**config.mk**
```make
export PLATFORM = sky130hd
export DESIGN_NAME = bmc_mode_ctrl
export DESIGN_NICKNAME = d
export VERILOG_FILES = /design/src/design/bmc_pkg.sv /design/src/design/bmc_mode_ctrl.sv
export VERILOG_INCLUDE_DIRS = /design/src /design/src/design
export SDC_FILE = /design/constraint.sdc
export NUM_CORES = 1
export LEC_CHECK = 0
export BUFFER_PORTS_ARGS = -buffer_cell sky130_fd_sc_hd__buf_2
export CELL_PAD_IN_SITES_DETAIL_PLACEMENT = 2
export CELL_PAD_IN_SITES_GLOBAL_PLACEMENT = 2
export CORE_MARGIN = 3
export CORE_UTILIZATION = 30
export CTS_BUF_LIST = sky130_fd_sc_hd__clkbuf_8 sky130_fd_sc_hd__clkbuf_16
export CTS_CLUSTER_SIZE = 40
export DETAILED_ROUTE_END_ITERATION = 12
export MAX_ROUTING_LAYER = met4
export PLACE_DENSITY_LB_ADDON = 0.1
export SYNTH_ARGS = -nofsm -noshare
export SYNTH_HDL_FRONTEND = slang
export SYNTH_SLANG_ARGS = --single-unit
```
**constraint.sdc**
```tcl
create_clock -name clk_sys_i -period 5.3 [get_ports clk_sys_i]
set_input_delay 0.53 -clock clk_sys_i [delete_from_list [all_inputs] [get_ports clk_sys_i]]
set_output_delay 0.53 -clock clk_sys_i [all_outputs]
set_load 0.02 [all_outputs]
```
**src/design/bmc_defs.svh**
```systemverilog
`ifndef BMC_DEFS_SVH
`define BMC_DEFS_SVH

// Command codes seen by the mode block.
`define BMC_CMD_MODE 8'h03
`define BMC_CMD_RATE 8'h04

// Field positions inside the high (writable) byte of the mode word.
`define BMC_HI_UNIT 7
`define BMC_HI_CHG_INH 6
`define BMC_HI_ALM_INH 5
// Writable bits of the high byte: 15..13 and 9..8; 12..10 read as zero.
`define BMC_HI_WR_MASK 8'he3
`define BMC_HI_RESET 8'h00

// Relearn request bit inside the low byte.
`define BMC_LO_RELEARN 7
`define BMC_RELEARN_CYCLES 20

// Timing.
`define BMC_CLK_NS 10
`define BMC_TICK_NS 1000000
`define BMC_TICK_CYCLES (`BMC_TICK_NS / `BMC_CLK_NS)
`define BMC_ALARM_HOLD_MS 60000
`define BMC_ALARM_GAP_MS 10000
`define BMC_RATE_PERIOD_MS 1000

`endif

```
**src/design/bmc_pkg.sv**
```systemverilog
package bmc_pkg;
  typedef logic [15:0] bmc_word_t;
  typedef logic [15:0] bmc_ms_t;
endpackage : bmc_pkg

```
**src/design/bmc_mode_ctrl.sv**
```systemverilog
// How it works
// - High byte writable except bits 12-10, low byte read-only.
// - Bits 0-6 zero, bit 7 not writable.
// - Relearn set on reset/20 cycles, cleared learning.
// - Alarm inhibit blocks mastering and warnings.
// - Inhibit clear: warn host and charger.
// - Alarm broadcasts at least ten seconds apart.
// - Mode command restarts sixty-second inhibit timer.
// - Timer expiry re-enables alarm broadcasts.
// - Sleep clears unit and both inhibits.
// - Alarm timer leaves charger inhibit alone.
// - Bit 14 stops charging parameter broadcasts.
// - Bit 15 selects 10 mW units.
// - Capacity values use selected units.
// - Derived results computed in selected units.
// - Unit change refreshes non-rate values immediately.
// - Rate results switch units at refresh.
// - Rate refresh within 5 ms, every second.
`timescale 1ns/1ps
`include "bmc_defs.svh"

module bmc_mode_ctrl #(
  parameter int unsigned TICK_CYCLES = `BMC_TICK_CYCLES,
  parameter int unsigned ALARM_HOLD_MS = `BMC_ALARM_HOLD_MS,
  parameter int unsigned ALARM_GAP_MS = `BMC_ALARM_GAP_MS,
  parameter int unsigned RATE_PERIOD_MS = `BMC_RATE_PERIOD_MS
) (
  // Clock and reset
  input wire logic clk_sys_i,
  input wire logic srst_i,
  // Word command port from the serial front end
  input wire logic cmd_valid_i,
  input wire logic cmd_write_i,
  input wire logic [7:0] cmd_code_i,
  input wire logic [15:0] cmd_wdata_i,
  output logic [15:0] cmd_rdata_o,
  // Gauge events
  input wire logic sleep_enter_i,
  input wire logic cycle_inc_i,
  input wire logic fcc_update_i,
  input wire logic learn_done_i,
  input wire logic alarm_cond_i,
  input wire logic charge_due_i,
  // Mode effects
  output logic [15:0] mode_word_o,
  output logic bus_master_en_o,
  output logic alarm_send_o,
  output logic charge_send_o,
  output logic unit_power_o,
  output logic unit_change_o,
  output logic rate_unit_power_o,
  output logic rate_refresh_o
);

  localparam int unsigned DIV_W = $clog2(TICK_CYCLES);
  localparam logic [4:0] RELEARN_LAST = 5'(`BMC_RELEARN_CYCLES - 1);

  logic [DIV_W-1:0] div_q, div_d;
  logic tick;
  logic [7:0] hi_q, hi_d;
  logic relearn_q, relearn_d;
  logic [4:0] cyc_q, cyc_d;
  bmc_pkg::bmc_ms_t hold_q, hold_d;
  bmc_pkg::bmc_ms_t gap_q, gap_d;
  bmc_pkg::bmc_ms_t per_q, per_d;
  logic alarm_q, alarm_d;
  logic charge_q, charge_d;
  logic uchg_q, uchg_d;
  logic rref_q, rref_d;
  logic runit_q, runit_d;
  bmc_pkg::bmc_word_t rdata_q, rdata_d;
  logic mode_cmd, mode_wr, rate_wr;
  bmc_pkg::bmc_word_t word;

  assign tick = (div_q == DIV_W'(TICK_CYCLES - 1));
  assign mode_cmd = cmd_valid_i && (cmd_code_i == `BMC_CMD_MODE);
  assign mode_wr = mode_cmd && cmd_write_i;
  assign rate_wr = cmd_valid_i && cmd_write_i
                   && (cmd_code_i == `BMC_CMD_RATE);

  assign word = {hi_q, relearn_q, 7'h00};

  always_comb begin
    div_d = tick ? '0 : div_q + DIV_W'(1);
    hi_d = hi_q;
    hold_d = hold_q;
    if (mode_wr) begin
      hi_d = cmd_wdata_i[15:8] & `BMC_HI_WR_MASK;
    end
    if (mode_cmd) begin
      hold_d = 16'(ALARM_HOLD_MS);
    end else if (tick && hold_q != '0) begin
      hold_d = hold_q - 16'h0001;
      if (hold_q == 16'h0001) begin
        hi_d[`BMC_HI_ALM_INH] = 1'b0;
      end
    end
    // Sleep wins over a write of bits 15..13 in the same cycle, since the gauge has
    // already committed to low power with default modes.
    // sleep defaults
    if (sleep_enter_i) begin
      hi_d[`BMC_HI_UNIT] = 1'b0;
      hi_d[`BMC_HI_CHG_INH] = 1'b0;
      hi_d[`BMC_HI_ALM_INH] = 1'b0;
    end
  end

  always_comb begin
    cyc_d = cyc_q;
    relearn_d = relearn_q;
    if (fcc_update_i || learn_done_i) begin
      cyc_d = '0;
    end else if (cycle_inc_i && cyc_q != RELEARN_LAST) begin
      cyc_d = cyc_q + 5'h01;
    end
    if (learn_done_i) begin
      relearn_d = 1'b0;
    end
    // A cycle count that lands with a learn completion still requests.
    if (cycle_inc_i && !fcc_update_i && cyc_q == RELEARN_LAST) begin
      relearn_d = 1'b1;
      cyc_d = '0;
    end
  end

  always_comb begin
    gap_d = gap_q;
    alarm_d = 1'b0;
    if (tick && gap_q != '0) begin
      gap_d = gap_q - 16'h0001;
    end
    if (alarm_cond_i && !hi_q[`BMC_HI_ALM_INH] && gap_q == '0) begin
      alarm_d = 1'b1;
      gap_d = 16'(ALARM_GAP_MS);
    end
    charge_d = charge_due_i && !hi_q[`BMC_HI_CHG_INH];
    uchg_d = hi_d[`BMC_HI_UNIT] != hi_q[`BMC_HI_UNIT];
  end

  always_comb begin
    per_d = per_q;
    rref_d = 1'b0;
    runit_d = runit_q;
    if (tick) begin
      if (per_q == 16'(RATE_PERIOD_MS - 1)) begin
        per_d = '0;
        rref_d = 1'b1;
      end else begin
        per_d = per_q + 16'h0001;
      end
    end
    if (rate_wr) begin
      rref_d = 1'b1;
    end
    if (rref_d) begin
      runit_d = hi_q[`BMC_HI_UNIT];
    end
  end

  always_comb begin
    rdata_d = rdata_q;
    if (mode_cmd && !cmd_write_i) begin
      rdata_d = word;
    end
  end

  always_ff @(posedge clk_sys_i) begin
    if (srst_i) begin
      div_q <= '0;
      hi_q <= `BMC_HI_RESET;
      relearn_q <= 1'b1;
      cyc_q <= '0;
      hold_q <= '0;
      gap_q <= '0;
      per_q <= '0;
      alarm_q <= 1'b0;
      charge_q <= 1'b0;
      uchg_q <= 1'b0;
      rref_q <= 1'b0;
      runit_q <= 1'b0;
      rdata_q <= '0;
    end else begin
      div_q <= div_d;
      hi_q <= hi_d;
      relearn_q <= relearn_d;
      cyc_q <= cyc_d;
      hold_q <= hold_d;
      gap_q <= gap_d;
      per_q <= per_d;
      alarm_q <= alarm_d;
      charge_q <= charge_d;
      uchg_q <= uchg_d;
      rref_q <= rref_d;
      runit_q <= runit_d;
      rdata_q <= rdata_d;
    end
  end

  assign cmd_rdata_o = rdata_q;
  assign mode_word_o = word;
  assign bus_master_en_o = !hi_q[`BMC_HI_ALM_INH];
  assign alarm_send_o = alarm_q;
  assign charge_send_o = charge_q;
  assign unit_power_o = hi_q[`BMC_HI_UNIT];
  assign unit_change_o = uchg_q;
  assign rate_unit_power_o = runit_q;
  assign rate_refresh_o = rref_q;

endmodule : bmc_mode_ctrl

```
# Yosys cells after proc, flatten, opt, wreduce, memory -nomap -nowiden
# Cells that the tools add are included.
# word_totals
inputBits,34
rom_bits,0
wordCells,74
ramBits,0
mem_count,0
latchBits,0
reg_bits,87
# op_classes
multipliers,0
bitwise_logic,0
eq_ne,8
order_cmp,0
shift,0
div_mod_pow,0
reduce_logical,29
n_addsub,5
muxes,14
# op_table
operator,n
16-bit two-way mux,3
16-bit nonzero test,2
"16-bit by 1-bit subtractor with 16-bit output, second input constant",2
14-bit two-way mux,2
"17-bit by 1-bit adder with 17-bit output, second input constant",1
"17-bit equality test, second input constant",1
"16-bit by 1-bit adder with 16-bit output, second input constant",1
"16-bit by 1-bit equality test with 1-bit output, second input constant",1
"16-bit by 10-bit equality test with 1-bit output, second input constant",1
16-bit zero test,1
1-bit logical AND,13
2-bit OR reduction,5
"8-bit by 2-bit equality test with 1-bit output, second input constant",1
"8-bit by 3-bit equality test with 1-bit output, second input constant",1
8-bit two-way mux,1
1-bit two-way mux,7
"5-bit by 1-bit adder with 5-bit output, second input constant",1
"5-bit equality test, second input constant",1
"5-bit != test, second input constant",1
1-bit zero test,4
2-bit nonzero test,2
3-bit two-way mux,1
3-bit OR reduction,1
1-bit logical OR,1
1-bit != test,1

# Longest topological paths before layout
# logic_depth
ltp_word,9
ltp_mapped,8
depth_no_buf,7

# Least setup slack after synthesis
# No wires, ideal clock.
# synth_timing
path_type,register -> register
start,register hold_q[2]
end,register hold_q[15]
period_less_slack_ps,2233
setup_ps,122
path_buffers,0
t_arrival_ps,2111
stages_incl_launch_ff,5
path_slack_ps,3067
path_cell_list,dfxtp_1 -> or4_4 -> or4_4 -> or4_4 -> o311a_1
# synth_via
elab_chain_cells,3
elab_cells_between_ends,6
cone_classes,1 x add/sub; 2 x mux; 3 x reduce/logical
# synth_lines
item,line,rtl
"start, declared",bmc_mode_ctrl.sv:63,"bmc_pkg::bmc_ms_t hold_q, hold_d;"
"start signal, assigned",bmc_mode_ctrl.sv:187,hold_q <= hold_d;
16-bit by 1-bit subtractor with 16-bit output or 16-bit nonzero test (tied branches),"bmc_mode_ctrl.sv:93, bmc_mode_ctrl.sv:92",
16-bit two-way mux or 1-bit logical AND (tied branches),bmc_mode_ctrl.sv:92,end else if (tick && hold_q != '0) begin
16-bit two-way mux or 2-bit nonzero test (tied branches),n/a,
# Several ways; a longest one is shown, not always the timed one. The select of a mux whose other input is x is not followed.
# A chain may end at the register's enable or synchronous reset.

# Worst setup path in the final report
# layout_timing
start,register gap_q[2]
end,register gap_q[11]
# layout_via
elab_chain_cells,3
elab_cells_between_ends,6
cone_classes,1 x add/sub; 5 x reduce/logical
# layout_lines
item,line,rtl
"start, declared",bmc_mode_ctrl.sv:64,"bmc_pkg::bmc_ms_t gap_q, gap_d;"
"start signal, assigned",bmc_mode_ctrl.sv:188,gap_q <= gap_d;
branches (longest 3 deep; another with 16-bit by 1-bit subtractor with 16-bit output),n/a,
# Several ways; the timed one is not identified.

==> results.md <==
* Top library cells by usage in the layout, fill and taps aside: dfxtp_1, nor2_1, buf_2
* Peak per-stage delay on the critical path at 0.72 ns
* Synth Warn # at 0
* Number of max-slew violations in the final report at 0
* Diode count at 0
* Post-layout nets at slightly below 600
* Chip height at approximately 130 µm
* Top achievable clock speed at 361 MHz
* First-pass GRT wire length at ~21000 µm
* Post-synthesis register bit count at 87
* Primary flip-flop cell chosen by synthesis mapping: dfxtp_1
* CTS resizes at 0
* Sequential element share of the synthesized area at 40.4%
* Sink Count at a little under 90
* Endpoint required time on the critical path at between 5 and 6 ns
* Clock latency of the later-clocked register in the worst-skew pair at 0.34 ns
* First DRT Iteration DRCs at 150
* Number of placement rows at 43
* Total Die Area at about 0.016 mm²
* CTS tree: built
* Register-to-register path setup slack at about 2.5 ns
* Share of total power in combinational logic at between 10% and 20%
* Number of synthesized flops with an enable pin at 0
* Most common library cell in the layout ignoring fill and taps: dfxtp_1
* Total track usage at between 15 and 20%
* Fraction of registers with async set or reset after synthesis at 0%
* Min-Delay Path Class: input port to flip-flop
* Routed wire per std cell at 16.8 µm
* Width of the die at 126 µm
* Total power density per cell area at slightly above 300 mW/mm²
* Port-buffer cells at 41
* Cell count after placement at between 700 and 800
* Final WL at 12300 µm
* Sw Ratio at 26.6%
* Slew at the pin closest to its max-slew limit at ~0.88 ns
* Number of buffers inserted for hold repair after clock tree synthesis at 0
* Relative slew slack at roughly two fifths
* Largest net degree at the start of global routing at 38
* Largest buffer count on any clock path at 2
* Total number of vias at between 3000 and 4000
* Initial cell density of the core at a little under a third
* Number of global-route vias before repair at around 4000
* Crit end category: flip-flop
* Critical-path maximum fanout at 12
* Max stage delay cell, worst path: o21ai_1
* Number of inserted filler cells in the final layout at 1619
* TNS Setup at 0 ns
* Final critical-path required period at about 2.8 ns
* Remaining DRCs at 0
* RSZ-0062 raised after global routing: false
* H-tree level count at 3
* Ratio of routed vias to standard cells at 5.25
* GR Overflow Total at 0
* Sequential cell fraction of total power at a little under half
* Clock share of power at about two fifths
* Clock buffer count from CTS at 9
* Net switching power at approximately 400 µW
* CP arrival at about 3 ns
* Share of post-route cells with drive strength above 1 at between 10% and 20%
* Mean Syn Cell Area at between 8 and 9 µm²
* Static Leakage at between 1.5 and 2 nW
* Number of maximum-capacitance constraint violations at 0
* Final GP Congestion at around 0.74
* Library cell used as clock root buffer: clkbuf_16
* Post-route ant nets at 0
* Antenna violations before repair at 0
* Number of distinct library cells after synthesis at 53
* Number of instances in the synthesized netlist at slightly above 500
* Result of the run: completed
* Final Skew at between 0.006 and 0.007 ns
* Clock transition at the registers of the reported paths at 0.06 ns
* Post-DP HPWL at about 8900 µm
* Synthesized area at between 0.004 and 0.005 mm²
* Top-level port count at 73
* Cell-by-cell listing of the critical path: or4_1, or4_1, o21ai_1, nor2_1, mux2_2
* Internal power component at around 1.1 mW
* Worst supply voltage drop on vdd at 0.128 mV
* Startpoint kind of the worst setup timing path: flip-flop
* Number of setup violations in the final report at 0
* Hold Fails Final Rpt at 0
* Final worst path period share at 52.2%
* Length of the first detailed-routing pass in iterations at 4
* Final cell count without fillers at ~730
* Area added between synthesis and finish at 13.5%
* Critical Setup Path Class: flip-flop to flip-flop
* Post-CTS Setup Repair Bufs at 0
* Most used cell along the critical path: or4_1
* Area of the placeable core at approximately 0.014 mm²
==> power groups by stage <==
stage	Combinational, mW	Sequential (mW)	Clock (mW)
2_1_floorplan	0.145	0.703	0
3_3_place_gp	0.180	0.704	0
3_5_place_dp	0.185	0.705	0
4_1_cts	0.186	0.691	0.656
5_1_grt	0.209	0.693	0.685
6_report	0.184	0.691	0.629
==> path summary, 6_finish.rpt <==
kind	from	cells past startpoint	to
worst max-delay path	gap_q[2]$_SDFFE_PP0P_	5	gap_q[11]$_SDFFE_PP0P_
worst min-delay path	sleep_enter_i	2	hi_q[5]$_SDFF_PP0_
worst max register to register	gap_q[2]$_SDFFE_PP0P_	5	gap_q[11]$_SDFFE_PP0P_
worst min register to register	div_q[0]$_SDFF_PP0_	1	div_q[0]$_SDFF_PP0_
==> logic make-up (layout without fill, tap and decap cells) <==
group	count (synthesis)	in the layout	share of synthesized area (%)
flip-flops	87	87	40.4
XOR/XNOR	34	34	6.90
buffers and inverters	49	71	6.24
multiplexers	11	11	2.64
AND/OR/NAND/NOR	241	241	30.1
adder cells (fa/ha/maj)	7	7	2.03
AO/OA/AOI/OAI	83	83	11.7
other	1	20	0.0869
==> cell usage after synthesis, types with 2 or more instances <==
master	number	area share, %
mux2_2	3	0.78
nor3_1	22	2.6
nand4b_1	2	0.41
buf_1	2	0.17
nor2b_1	4	0.58
or2_2	7	1.0
mux2i_1	8	1.9
nor2_1	61	5.3
nor4_1	10	1.5
nor3b_1	4	0.70
xnor2_1	19	3.9
o21ai_0	23	2.7
a31oi_1	6	0.87
o31ai_1	5	0.87
nor4bb_1	2	0.46
or4_1	13	2.3
nand2_1	35	3.0
and2_1	2	0.29
inv_1	12	1.0
or3_1	19	2.8
dfxtp_1	87	40
o21ai_1	3	0.35
nand4_1	16	2.3
clkbuf_1	10	0.87
a21oi_1	31	3.6
or4b_2	2	0.46
nand3_1	20	2.3
o211ai_1	4	0.70
nand2b_1	3	0.44
xor2_1	15	3.0
and4_1	4	0.81
buf_4	22	3.8
ha_1	7	2.0
o311a_1	3	0.70
or4_4	3	0.78
buf_2	2	0.23
and3_1	6	0.87
==> routing by layer <==
metal / track usage [%] / wire [µm] / share of wire, %
met5: - / 0 / 0
met4: 5.49 / 177 / 1.4
met3: 2.29 / 206 / 1.7
met2: 27.6 / 6230 / 51
met1: 20.1 / 5690 / 46
==> metrics by stage <==
step / instance area, µm² / power, mW / util (%) / worst slack (ns) / hold WS [ns]
after floorplan: 4380 / 0.848 / - / 3.07 / 0.418
after global placement: 4600 / 0.884 / 32.9 / 2.25 / 0.427
after detailed placement: 4600 / 0.890 / 32.9 / 2.26 / 0.449
after CTS: 4890 / 1.53 / 35.0 / 2.47 / 0.424
after global routing: 4890 / 1.59 / 35.0 / 2.33 / 0.446
final: 4890 / 1.50 / 35.0 / 2.53 / 0.436
==> worst max-delay path, delay by kind of cell, from the launching register on <==
family | cells | cell delay (ns)
simple gates | 3 | 1.30
flops | 1 | 0.36
compound gates | 1 | 0.72
mux | 1 | 0.28
==> registers in the layout, indices dropped and copies added (netlist names) <==
register           flops
div_q                 17
gap_q                 16
hold_q                16
per_q                 16
cmd_rdata_o            6
cyc_q                  5
hi_q                   5
alarm_send_o           1
charge_send_o          1
rate_refresh_o         1
rate_unit_power_o      1
relearn_q              1
unit_change_o          1
==> cell type report <==
class / instances / area [µm²] / area share [%]
Multi-Input combinational cell: 396 / 2370 / 48.5
Sequential cell: 87 / 1740 / 35.6
Clock buffer: 10 / 239 / 4.88
Tap cell: 180 / 225 / 4.60
Timing Repair Buffer: 42 / 213 / 4.35
Clock inverter: 6 / 52.6 / 1.07
Inverter: 13 / 48.8 / 0.997
No activity file was read; power rests on OpenSTA's default activity.
